<file path="config.mk">
export PLATFORM = sky130hd
export DESIGN_NAME = lsau_core
export DESIGN_NICKNAME = d
export VERILOG_FILES = /design/src/common/lsau_pkg.sv /design/src/hw/lsau_core.sv
export VERILOG_INCLUDE_DIRS = /design/src /design/src/common
export SDC_FILE = /design/constraint.sdc
export NUM_CORES = 1
export LEC_CHECK = 0
export BUFFER_PORTS_ARGS = -buffer_cell sky130_fd_sc_hd__buf_2
export CAP_MARGIN = 20
export CORE_UTILIZATION = 55
export CTS_BUF_LIST = sky130_fd_sc_hd__clkbuf_16
export DETAILED_ROUTE_END_ITERATION = 8
export PLACE_DENSITY = 0.82
export RECOVER_POWER = 50
export SLEW_MARGIN = 40
export SYNTH_ARGS = -nofsm -noshare
export SYNTH_HDL_FRONTEND = slang
export SYNTH_SLANG_ARGS = --single-unit
</file>
<file path="constraint.sdc">
create_clock -name clk -period 8.05 [get_ports clk]
set_input_delay 0.4025 -clock clk [delete_from_list [all_inputs] [get_ports clk]]
set_output_delay 0.4025 -clock clk [all_outputs]
set_load 0.02 [all_outputs]
</file>
<file path="src/common/lsau_regs.svh">
// constants shared by the load/store address unit
`ifndef LSAU_REGS_SVH
`define LSAU_REGS_SVH
`define LSAU_WORD_STEP   32'h0000_0004
`define LSAU_PC_INDEX    4'hF
`define LSAU_BRANCH_MASK 32'hFFFF_FFFE
`define LSAU_UNPRIV_MSB  7
`define LSAU_PAIR_MSB    9
`define LSAU_BYTE_MSB    7
`define LSAU_HALF_MSB    15
`define LSAU_SIGN_BYTE   7
`define LSAU_SIGN_HALF   15
`endif

</file>
<file path="src/common/lsau_pkg.sv">
// types of the load/store address unit
package lsau_pkg;
	typedef enum logic [2:0] {
		kind_reg_offset = 3'h0,
		kind_unpriv     = 3'h1,
		kind_pc_rel     = 3'h2,
		kind_pc_pair    = 3'h3,
		kind_multi      = 3'h4,
		kind_imm_offset = 3'h5
	} lsau_kind_e;
	typedef enum logic [1:0] {
		size_byte = 2'h0,
		size_half = 2'h1,
		size_word = 2'h2
	} lsau_size_e;
	typedef enum logic [3:0] {
		mf_load_multi_op           = 4'h0,
		mf_load_multi_ascending    = 4'h1,
		mf_full_desc_load_alias    = 4'h2,
		mf_load_multi_descending   = 4'h3,
		mf_empty_asc_load_alias    = 4'h4,
		mf_store_multi_op          = 4'h5,
		mf_store_multi_ascending   = 4'h6,
		mf_empty_asc_store_alias   = 4'h7,
		mf_store_multi_descending  = 4'h8,
		mf_full_desc_store_alias   = 4'h9
	} lsau_multi_e;
	typedef enum logic [2:0] {
		st_idle   = 3'b001,
		st_setup  = 3'b010,
		st_access = 3'b100
	} lsau_state_e;
	typedef struct packed {
		lsau_kind_e  kind;
		lsau_size_e  size;
		logic        sgn;
		logic        is_load;
		logic        sub;
		logic        privileged;
		logic        wback;
		lsau_multi_e form;
		logic [3:0]  rt;
		logic [3:0]  rt2;
		logic [3:0]  rn;
		logic [1:0]  shift;
		logic [11:0] imm;
		logic [15:0] reglist;
		logic [31:0] base;
		logic [31:0] index;
	} lsau_req_s;
	typedef struct packed {
		logic [31:0] addr;
		logic        write;
		logic [31:0] wdata;
		lsau_size_e  size;
		logic        unpriv;
	} lsau_mem_s;
endpackage

</file>
<file path="src/hw/lsau_core.sv">
// load/store address unit: single, pair and multiple transfers
// Notes on behaviour
// (RULE1) register offset: base plus index shifted 0-3
// (RULE2) unsigned byte/half loads zero-extend to 32
// (RULE3) signed sizes only load, sign-extend to 32
// (RULE4) software: index not stack/pc, base not pc
// (RULE5) software: stack/pc transfer only word-sized
// (RULE6) word load to pc branches, bit0 cleared
// (RULE7) software: conditional pc load ends if_then_block
// (RULE8) condition flags never altered
// (RULE9) unprivileged variants access with user permission
// (RULE10) unprivileged variants equal normal in user mode
// (RULE11) unprivileged offset 0-255 added to base
// (RULE12) software: unprivileged base/transfer restrictions
// (RULE13) pc-relative: pc plus signed offset
// (RULE14) software: pair registers distinct, second legal
// (RULE15) multiple moves words, ascending by default
// (RULE16) ascending: upward, lowest register first, writeback
// (RULE17) descending: downward, highest register first, writeback
// (RULE18) base updated only with writeback suffix
// (RULE19) stack aliases map onto ascending/descending
// (RULE20) plain immediate: base plus/minus, no writeback
// (RULE21) unprivileged accesses carry unprivileged attribute
// (RULE22) illegal operand encodings are not detected
`timescale 1ns/1ps
`include "lsau_regs.svh"
module lsau_core (
	// clock and reset
	input  wire logic             clk,
	input  wire logic             rst,
	// decoded request
	input  wire logic             req_valid,
	output logic                  req_ready,
	input  wire lsau_pkg::lsau_req_s req,
	// register file
	output logic [3:0]            rf_rd_idx,
	input  wire logic [31:0]      rf_rd_data,
	output logic                  rf_we,
	output logic [3:0]            rf_idx,
	output logic [31:0]           rf_data,
	output logic                  wb_we,
	output logic [3:0]            wb_idx,
	output logic [31:0]           wb_data,
	output logic                  flags_we,
	// branch and completion
	output logic                  br_valid,
	output logic [31:0]           br_target,
	output logic                  done,
	// memory system
	output logic                  mem_req,
	output lsau_pkg::lsau_mem_s   mem,
	input  wire logic             mem_ack,
	input  wire logic [31:0]      mem_rdata
);
	import lsau_pkg::*;

	function automatic logic [31:0] ext_load(lsau_size_e s, logic sg, logic [31:0] d);
		logic [31:0] r;
		r = d;
		case (s)
			size_byte: r = {{24{sg & d[`LSAU_SIGN_BYTE]}}, d[`LSAU_BYTE_MSB:0]};
			size_half: r = {{16{sg & d[`LSAU_SIGN_HALF]}}, d[`LSAU_HALF_MSB:0]};
			default:   r = d;
		endcase
		return r;
	endfunction

	function automatic logic [3:0] pick_reg(logic [15:0] l, logic up);
		logic [3:0] r;
		r = 4'h0;
		for (int i = 0; i < 16; i++) begin
			if (up && l[15 - i])
				r = 4'(15 - i);
			if (!up && l[i])
				r = 4'(i);
		end
		return r;
	endfunction

	function automatic logic [4:0] pop_count(logic [15:0] l);
		logic [4:0] c;
		c = 5'h00;
		for (int i = 0; i < 16; i++)
			c = c + {4'h0, l[i]};
		return c;
	endfunction

	// returns {is_load, ascending}
	function automatic logic [1:0] decode_multi(lsau_multi_e f);
		logic [1:0] r;
		r = 2'h3;
		case (f)
			mf_load_multi_op, mf_load_multi_ascending, mf_full_desc_load_alias:     r = 2'h3;
			mf_load_multi_descending, mf_empty_asc_load_alias:                    r = 2'h2;
			mf_store_multi_op, mf_store_multi_ascending, mf_empty_asc_store_alias: r = 2'h1;
			mf_store_multi_descending, mf_full_desc_store_alias:                  r = 2'h0;
			default: r = 2'h3;
		endcase
		return r;
	endfunction

	lsau_state_e state;
	lsau_req_s   op;
	logic [15:0] remain;
	logic [31:0] addr;
	logic [31:0] wb_calc;
	logic [3:0]  cur_reg;
	logic        is_load;
	logic        asc;
	logic        phase;

	// (RULE22) no operand legality check; illegal encodings run as given
	wire         req_fire  = req_valid && (state == st_idle);
	wire         is_multi  = (req.kind == kind_multi);
	wire         is_pair   = (req.kind == kind_pc_pair);
	wire [1:0]   multi_dec = decode_multi(req.form);
	wire [31:0]  imm_ext   = {20'h00000, req.imm};
	wire [31:0]  pair_ext  = {22'h000000, req.imm[`LSAU_PAIR_MSB:0]};
	wire [31:0]  unp_ext   = {24'h000000, req.imm[`LSAU_UNPRIV_MSB:0]};
	// (RULE1) scaled index
	wire [31:0]  addr_reg  = req.base + (req.index << req.shift);
	// (RULE11) non-negative 8-bit offset
	wire [31:0]  addr_unp  = req.base + unp_ext;
	// (RULE13) (RULE20) signed offset, base carries pc for pc-relative
	wire [31:0]  addr_imm  = req.sub ? req.base - imm_ext : req.base + imm_ext;
	wire [31:0]  addr_pair = req.sub ? req.base - pair_ext : req.base + pair_ext;
	wire [31:0]  start_addr = (req.kind == kind_reg_offset) ? addr_reg :
	                          (req.kind == kind_unpriv)     ? addr_unp :
	                          is_pair                       ? addr_pair :
	                          is_multi                      ? req.base : addr_imm;
	wire [4:0]   pop_m1    = pop_count(req.reglist) - 5'h01;
	wire [31:0]  span      = {25'h0000000, pop_m1, 2'h0};
	// (RULE16) (RULE17) final transfer address
	wire [31:0]  next_wb   = multi_dec[0] ? req.base + span : req.base - span;
	wire         start_load = is_multi ? multi_dec[1] :
	                          (is_pair || req.kind == kind_pc_rel) ? 1'b1 : req.is_load;
	// (RULE16) (RULE17) ascending takes lowest register first, descending highest
	wire [3:0]   sel_reg   = (op.kind == kind_multi) ? pick_reg(remain, asc) :
	                         phase ? op.rt2 : op.rt;
	wire [31:0]  next_addr = asc ? addr + `LSAU_WORD_STEP : addr - `LSAU_WORD_STEP;
	wire         more      = (op.kind == kind_multi) ? (remain != 16'h0000) :
	                         (op.kind == kind_pc_pair) && !phase;
	wire [31:0]  load_val  = ext_load(op.size, op.sgn, mem_rdata);
	// (RULE9) (RULE10) (RULE21) user mode makes every access unprivileged
	wire         unpriv    = (op.kind == kind_unpriv) || !op.privileged;

	assign req_ready = (state == st_idle);
	assign rf_rd_idx = sel_reg;
	// (RULE8) flags never written
	assign flags_we  = 1'b0;

	always_ff @(posedge clk) begin
		rf_we    <= 1'b0;
		br_valid <= 1'b0;
		wb_we    <= 1'b0;
		done     <= 1'b0;
		if (rst) begin
			state <= st_idle; op <= '0; remain <= 16'h0000; addr <= 32'h0; wb_calc <= 32'h0;
			cur_reg <= 4'h0; is_load <= 1'b0; asc <= 1'b1; phase <= 1'b0; mem_req <= 1'b0;
			mem <= '0; rf_idx <= 4'h0; rf_data <= 32'h0; wb_idx <= 4'h0; wb_data <= 32'h0;
			br_target <= 32'h0;
		end else begin
			case (state)
				st_idle: if (req_fire) begin
					op <= req;
					// (RULE15) multiple and pair move whole words
					if (is_multi || is_pair)
						op.size <= size_word;
					// (RULE3) signed only on loads
					op.sgn <= req.sgn && start_load;
					// (RULE19) alias decides direction
					asc     <= is_multi ? multi_dec[0] : 1'b1;
					is_load <= start_load;
					addr    <= start_addr;
					wb_calc <= next_wb;
					remain  <= req.reglist;
					phase   <= 1'b0;
					state   <= st_setup;
				end
				st_setup: begin
					cur_reg    <= sel_reg;
					remain     <= remain & ~(16'h0001 << sel_reg);
					mem.addr   <= addr;
					mem.write  <= !is_load;
					mem.wdata  <= rf_rd_data;
					mem.size   <= op.size;
					mem.unpriv <= unpriv;
					mem_req    <= 1'b1;
					state      <= st_access;
				end
				st_access: if (mem_ack) begin
					mem_req <= 1'b0;
					phase   <= 1'b1;
					addr    <= next_addr;
					if (is_load) begin
						// (RULE6) pc load becomes a halfword-aligned branch
						if (cur_reg == `LSAU_PC_INDEX) begin
							br_valid  <= 1'b1;
							br_target <= mem_rdata & `LSAU_BRANCH_MASK;
						end else begin
							// (RULE2) (RULE3) extended result
							rf_we   <= 1'b1;
							rf_idx  <= cur_reg;
							rf_data <= load_val;
						end
					end
					if (more) begin
						state <= st_setup;
					end else begin
						done  <= 1'b1;
						// (RULE18) base written only with suffix
						wb_we   <= (op.kind == kind_multi) && op.wback;
						wb_idx  <= op.rn;
						wb_data <= wb_calc;
						state   <= st_idle;
					end
				end
				default: state <= st_idle;
			endcase
		end
	end

	reg_addr_a: assert property (@(posedge clk) disable iff (rst) // (RULE1)
		req_fire && req.kind == kind_reg_offset |-> ##2
		mem.addr == $past(req.base, 2) + ($past(req.index, 2) << $past(req.shift, 2)))
		else $error("register offset address wrong");
	zero_ext_a: assert property (@(posedge clk) disable iff (rst) // (RULE2)
		rf_we && op.size == size_byte && !op.sgn |-> rf_data[31:8] == 24'h000000)
		else $error("byte load not zero extended");
	sign_ext_a: assert property (@(posedge clk) disable iff (rst) // (RULE3)
		rf_we && op.size == size_half && op.sgn |-> rf_data[31:16] == {16{rf_data[15]}})
		else $error("half load not sign extended");
	pc_branch_a: assert property (@(posedge clk) disable iff (rst) // (RULE6)
		mem_ack && is_load && cur_reg == `LSAU_PC_INDEX |=>
		br_valid && !rf_we && br_target == {$past(mem_rdata[31:1]), 1'b0})
		else $error("pc load did not branch");
	no_flags_a: assert property (@(posedge clk) disable iff (rst) // (RULE8)
		done |-> !flags_we)
		else $error("flags written");
	unpriv_attr_a: assert property (@(posedge clk) disable iff (rst) // (RULE9)
		mem_req && (op.kind == kind_unpriv || !op.privileged) |-> mem.unpriv)
		else $error("unprivileged attribute missing");
	unpriv_imm_a: assert property (@(posedge clk) disable iff (rst) // (RULE11)
		req_fire && req.kind == kind_unpriv |-> ##2
		mem.addr == $past(req.base, 2) + {24'h000000, $past(req.imm[7:0], 2)})
		else $error("unprivileged offset wrong");
	multi_step_a: assert property (@(posedge clk) disable iff (rst) // (RULE16)
		mem_ack && op.kind == kind_multi && more |-> ##2
		mem.addr == (asc ? $past(mem.addr, 2) + 32'h4 : $past(mem.addr, 2) - 32'h4))
		else $error("multiple step not four bytes");
	multi_word_a: assert property (@(posedge clk) disable iff (rst) // (RULE15)
		mem_req && op.kind == kind_multi |-> mem.size == size_word)
		else $error("multiple access not word");
	wb_only_a: assert property (@(posedge clk) disable iff (rst) // (RULE18)
		wb_we |-> op.kind == kind_multi && op.wback && $past(state) == st_access)
		else $error("base written without suffix");
	alias_dir_a: assert property (@(posedge clk) disable iff (rst) // (RULE19)
		req_fire && is_multi && req.form == mf_full_desc_store_alias |=> !asc && !is_load)
		else $error("store alias direction wrong");
endmodule // lsau_core

</file>
==> flow_summary.toml <==
[global_route]
grt_pass1_wl_microns = 116000
grt_pass1_vias = 21100
grtUsageTotal_pct = 37.8
grt_overflow_total = 0
grt_antenna_before_repair = 4
grt_max_degree = 136

[run_status]
outcome = "finished, violations left"
violations = "capacitance limit, slew limit"

[worst_hold_path]
hold_end = "rf_data[0]"
min-delay-start = "mem_rdata[0]"
holdPathStages = 3
hp-class = "input port to flip-flop"

[clocking]
numCtsBuffers = 30
cts_max_level = 1
clk_latency_ns = 0.59
cts.sinks = 286
cts.clk_slew.worst_paths_ns = 0.07
cts_tree = "yes"
clk_path_buf_depth = 3
ctsHoldBuffers = 0
postCtsSetupBuffers = 0
cts_root_buffer = "clkbuf_16"
cts-resized-gates = 0

[die]
die_y_microns = 198
die_area_sq_mm = 0.0394
rows = 71
core_area_sq_mm = 0.0378
initial_utilization_pct = 56.1
die_w_microns = 198
io_pins = 371

[critical_path]
end_kind = "flip-flop"
worstPathRequired_ns = 8.51
criticalPathCategory = "input port to flip-flop"
reg2reg_to = "addr[30]"
r2r_slack_ns = 3.21
crit_path_start_kind = "input port"
worstPathMaxFanout = 7
reg2reg_depth = 13
critPathArrivalTime_ns = 7.16
reg2reg_from = "asc"

[final_layout]
regMostFlops = "mem"
fillers = 3527
finalInstanceArea_sq_mm = 0.0241
synthToLayoutAreaGrowth_pct = 13.6
largest_reg_flops = 68
drive_gt1_share_pct = 11.1
fin_nets = 3457

[detailed_routing]
wl_per_cell_microns = 21.4
via_per_inst = 6.34
ant_nets = 0
wirelength_microns = 77900
vias = 23000
drc_errors = 0
drt_iter0_markers = 2195
dr.pass1.iters = 8

[pwr]
internal_power_w = 0.00308
p_per_area_mw_per_mm2 = 205
p_switching_w = 0.00188
p_comb_share_pct = 40.4
p_sw_share_pct = 37.9
p_seq_share_pct = 31.6
power.leakage_nw = 9.72
ir_drop_mv = 0.290
p_clk_share_pct = 28.0

[synthesis]
synth_flop_cell = "dfxtp_1"
synth_largest_area_cell = "dfxtp_1"
syn_area_per_cell_sq_um = 7.53
ys_types = 89
yosysWarnings = 0
synthArstFlopShare_pct = 0
synth_edf_count = 0
syn_area_sq_mm = 0.0212
syn_inst = 2820
synth.yosys.seq_area_share_pct = 27.0
synth_top_cell_area_share_pct = 27.0
ys_ff_latch = 286
synthTopCellsByArea = "dfxtp_1 (27%), a21oi_1 (9.3%), ha_1 (9.3%)"

[placed_design]
place_area_sq_mm = 0.0233
gp_congestion = 1.04
dp_slack_ns = 0.759
port_buffers = 368
hpwl_microns = 58700

[timing]
fmax_mhz = 149
period_minus_slack_ns = 6.70
finalSetupTns_ns = 0
grt_setup_unrepaired = "false"
setup_viol = 0
worst_pin_slew_ns = 3.20
max_slew_margin_pct = -113
fin_crit_sh_pct = 83.2
clock-skew-final_ns = 0.0222
finalHoldViolations = 0
slew_violations = 207
worst_slack_ns = 1.35

[job]
maxCapViolations = 4
==> how the worst max path moves through the flow <==
stage	start	end	cells after the start
global placement	req[74]	wb_calc[30]	27
detailed placement	req[74]	wb_calc[24]	26
CTS	req[74]	wb_calc[24]	26
finish	req[74]	wb_calc[24]	26
global route	req[74]	wb_calc[24]	26
floorplan	req[74]	wb_calc[30]	23
==> layout make-up <==
class | count | area (sq um) | share of cell area [%]
multi-input cells | 2296 | 14600 | 60.6
flip-flops and latches | 286 | 5730 | 23.7
repair buffers | 393 | 1810 | 7.49
clock buffers | 30 | 751 | 3.11
well taps | 511 | 639 | 2.65
inverters | 88 | 330 | 1.37
clock inverters | 26 | 249 | 1.03
diodes | 4 | 10.0 | 0.0415
==> worst max-delay path, stage by stage <==
cell and delay [ns]:
buf_2 0.12, fa_1 0.54, inv_1 0.06, fa_1 0.47, inv_1 0.05, fa_1 0.47, inv_1 0.05, fa_1 0.46
fa_1 0.42, fa_1 0.42, inv_1 0.07, a21o_1 0.10, a21oi_1 0.07, xnor2_1 0.15, o21ai_0 0.30, nand2_1 0.33
ha_1 0.46, o21ai_0 0.21, a21oi_1 0.13, a311o_1 0.39, a2111oi_0 0.50, nor3_1 0.16, a311oi_2 0.37, a21oi_1 0.13
xor2_1 0.15, a22o_1 0.18
==> stage by stage <==
| stage | total power (W) | util, % | instances | hold slack (ns) |
|---|---|---|---|---|
| after floorplan | 0.00302 | - | 2821 | 0.427 |
| after global placement | 0.00348 | 61.7 | 3574 | 0.438 |
| after detailed placement | 0.00352 | 61.7 | 3574 | 0.442 |
| after CTS | 0.00492 | 64.3 | 3630 | 0.0279 |
| after global routing | 0.00521 | 63.7 | 3634 | 0.0427 |
| final | 0.00496 | 63.7 | 3634 | 0.0505 |
==> cell families after synthesis <==
kind of cell / after synthesis / share of synthesized area [%]
AOI/OAI and AO/OA: 893 / 26.5
xor gates and xnor gates: 148 / 6.11
adders and majority gates: 174 / 10.8
buffers and inverters: 239 / 4.33
DFF: 286 / 27.0
muxes: 52 / 4.12
other: 1 / 0.0177
and+or+nand+nor: 1027 / 21.2
==> routing by layer <==
metal / vias to the layer above / routed length, microns / GRT usage (%)
li1: 10700 / - / -
met3: 226 / 8650 / 8.70
met5: - / 0 / 0
met1: 10800 / 31200 / 48.5
met2: 1317 / 33900 / 59.4
met4: 0 / 4070 / 18.8
==> cell usage after synthesis (8+ instances only) <==
| master | count |
|---|---|
| a21oi_1 | 396 |
| xor2_1 | 51 |
| nor2b_1 | 15 |
| o21bai_1 | 30 |
| or2_2 | 14 |
| and2_1 | 15 |
| ha_1 | 158 |
| dfxtp_1 | 286 |
| buf_1 | 15 |
| inv_1 | 87 |
| a31oi_1 | 19 |
| o22ai_1 | 15 |
| xnor2_1 | 97 |
| a2111oi_0 | 12 |
| nand4_1 | 25 |
| o21a_1 | 26 |
| a221oi_1 | 11 |
| nor3_1 | 86 |
| or3_1 | 10 |
| a21o_1 | 61 |
| a211oi_1 | 45 |
| a22oi_1 | 10 |
| nand3_1 | 54 |
| o21ai_0 | 113 |
| a31o_2 | 12 |
| clkbuf_1 | 128 |
| nor2_1 | 209 |
| nand2_1 | 522 |
| nor4_1 | 9 |
| o211ai_1 | 37 |
| fa_1 | 16 |
| mux2i_1 | 21 |
| mux4_2 | 28 |
| a311oi_1 | 10 |
| o31ai_1 | 9 |
| nand2b_1 | 21 |
| and4_1 | 8 |
| and3_1 | 13 |
==> power by group through the flow <==
stage	clock, W	combinational, W	sequential, W
2_1_floorplan	0	0.00144	0.00158
3_3_place_gp	0	0.00189	0.00159
3_5_place_dp	0	0.00193	0.00160
4_1_cts	0.00141	0.00195	0.00156
5_1_grt	0.00146	0.00217	0.00158
6_report	0.00139	0.00200	0.00157
==> cells in the final DEF (no fill, tap or decap), drive strengths merged, types with 19 or more instances in the layout <==
cell type,count
nor2,209
mux2i,21
ha,158
xor2,51
o211ai,38
a21o,61
o21a,26
xnor2,97
o21ai,121
a21oi,398
nand3,54
nor3,86
inv,95
nand2,522
dfxtp,286
mux4,28
buf,212
a31oi,19
o21bai,30
clkbuf,211
nand4,25
a211oi,46
nand2b,21
(Power assumes the default switching activity.)
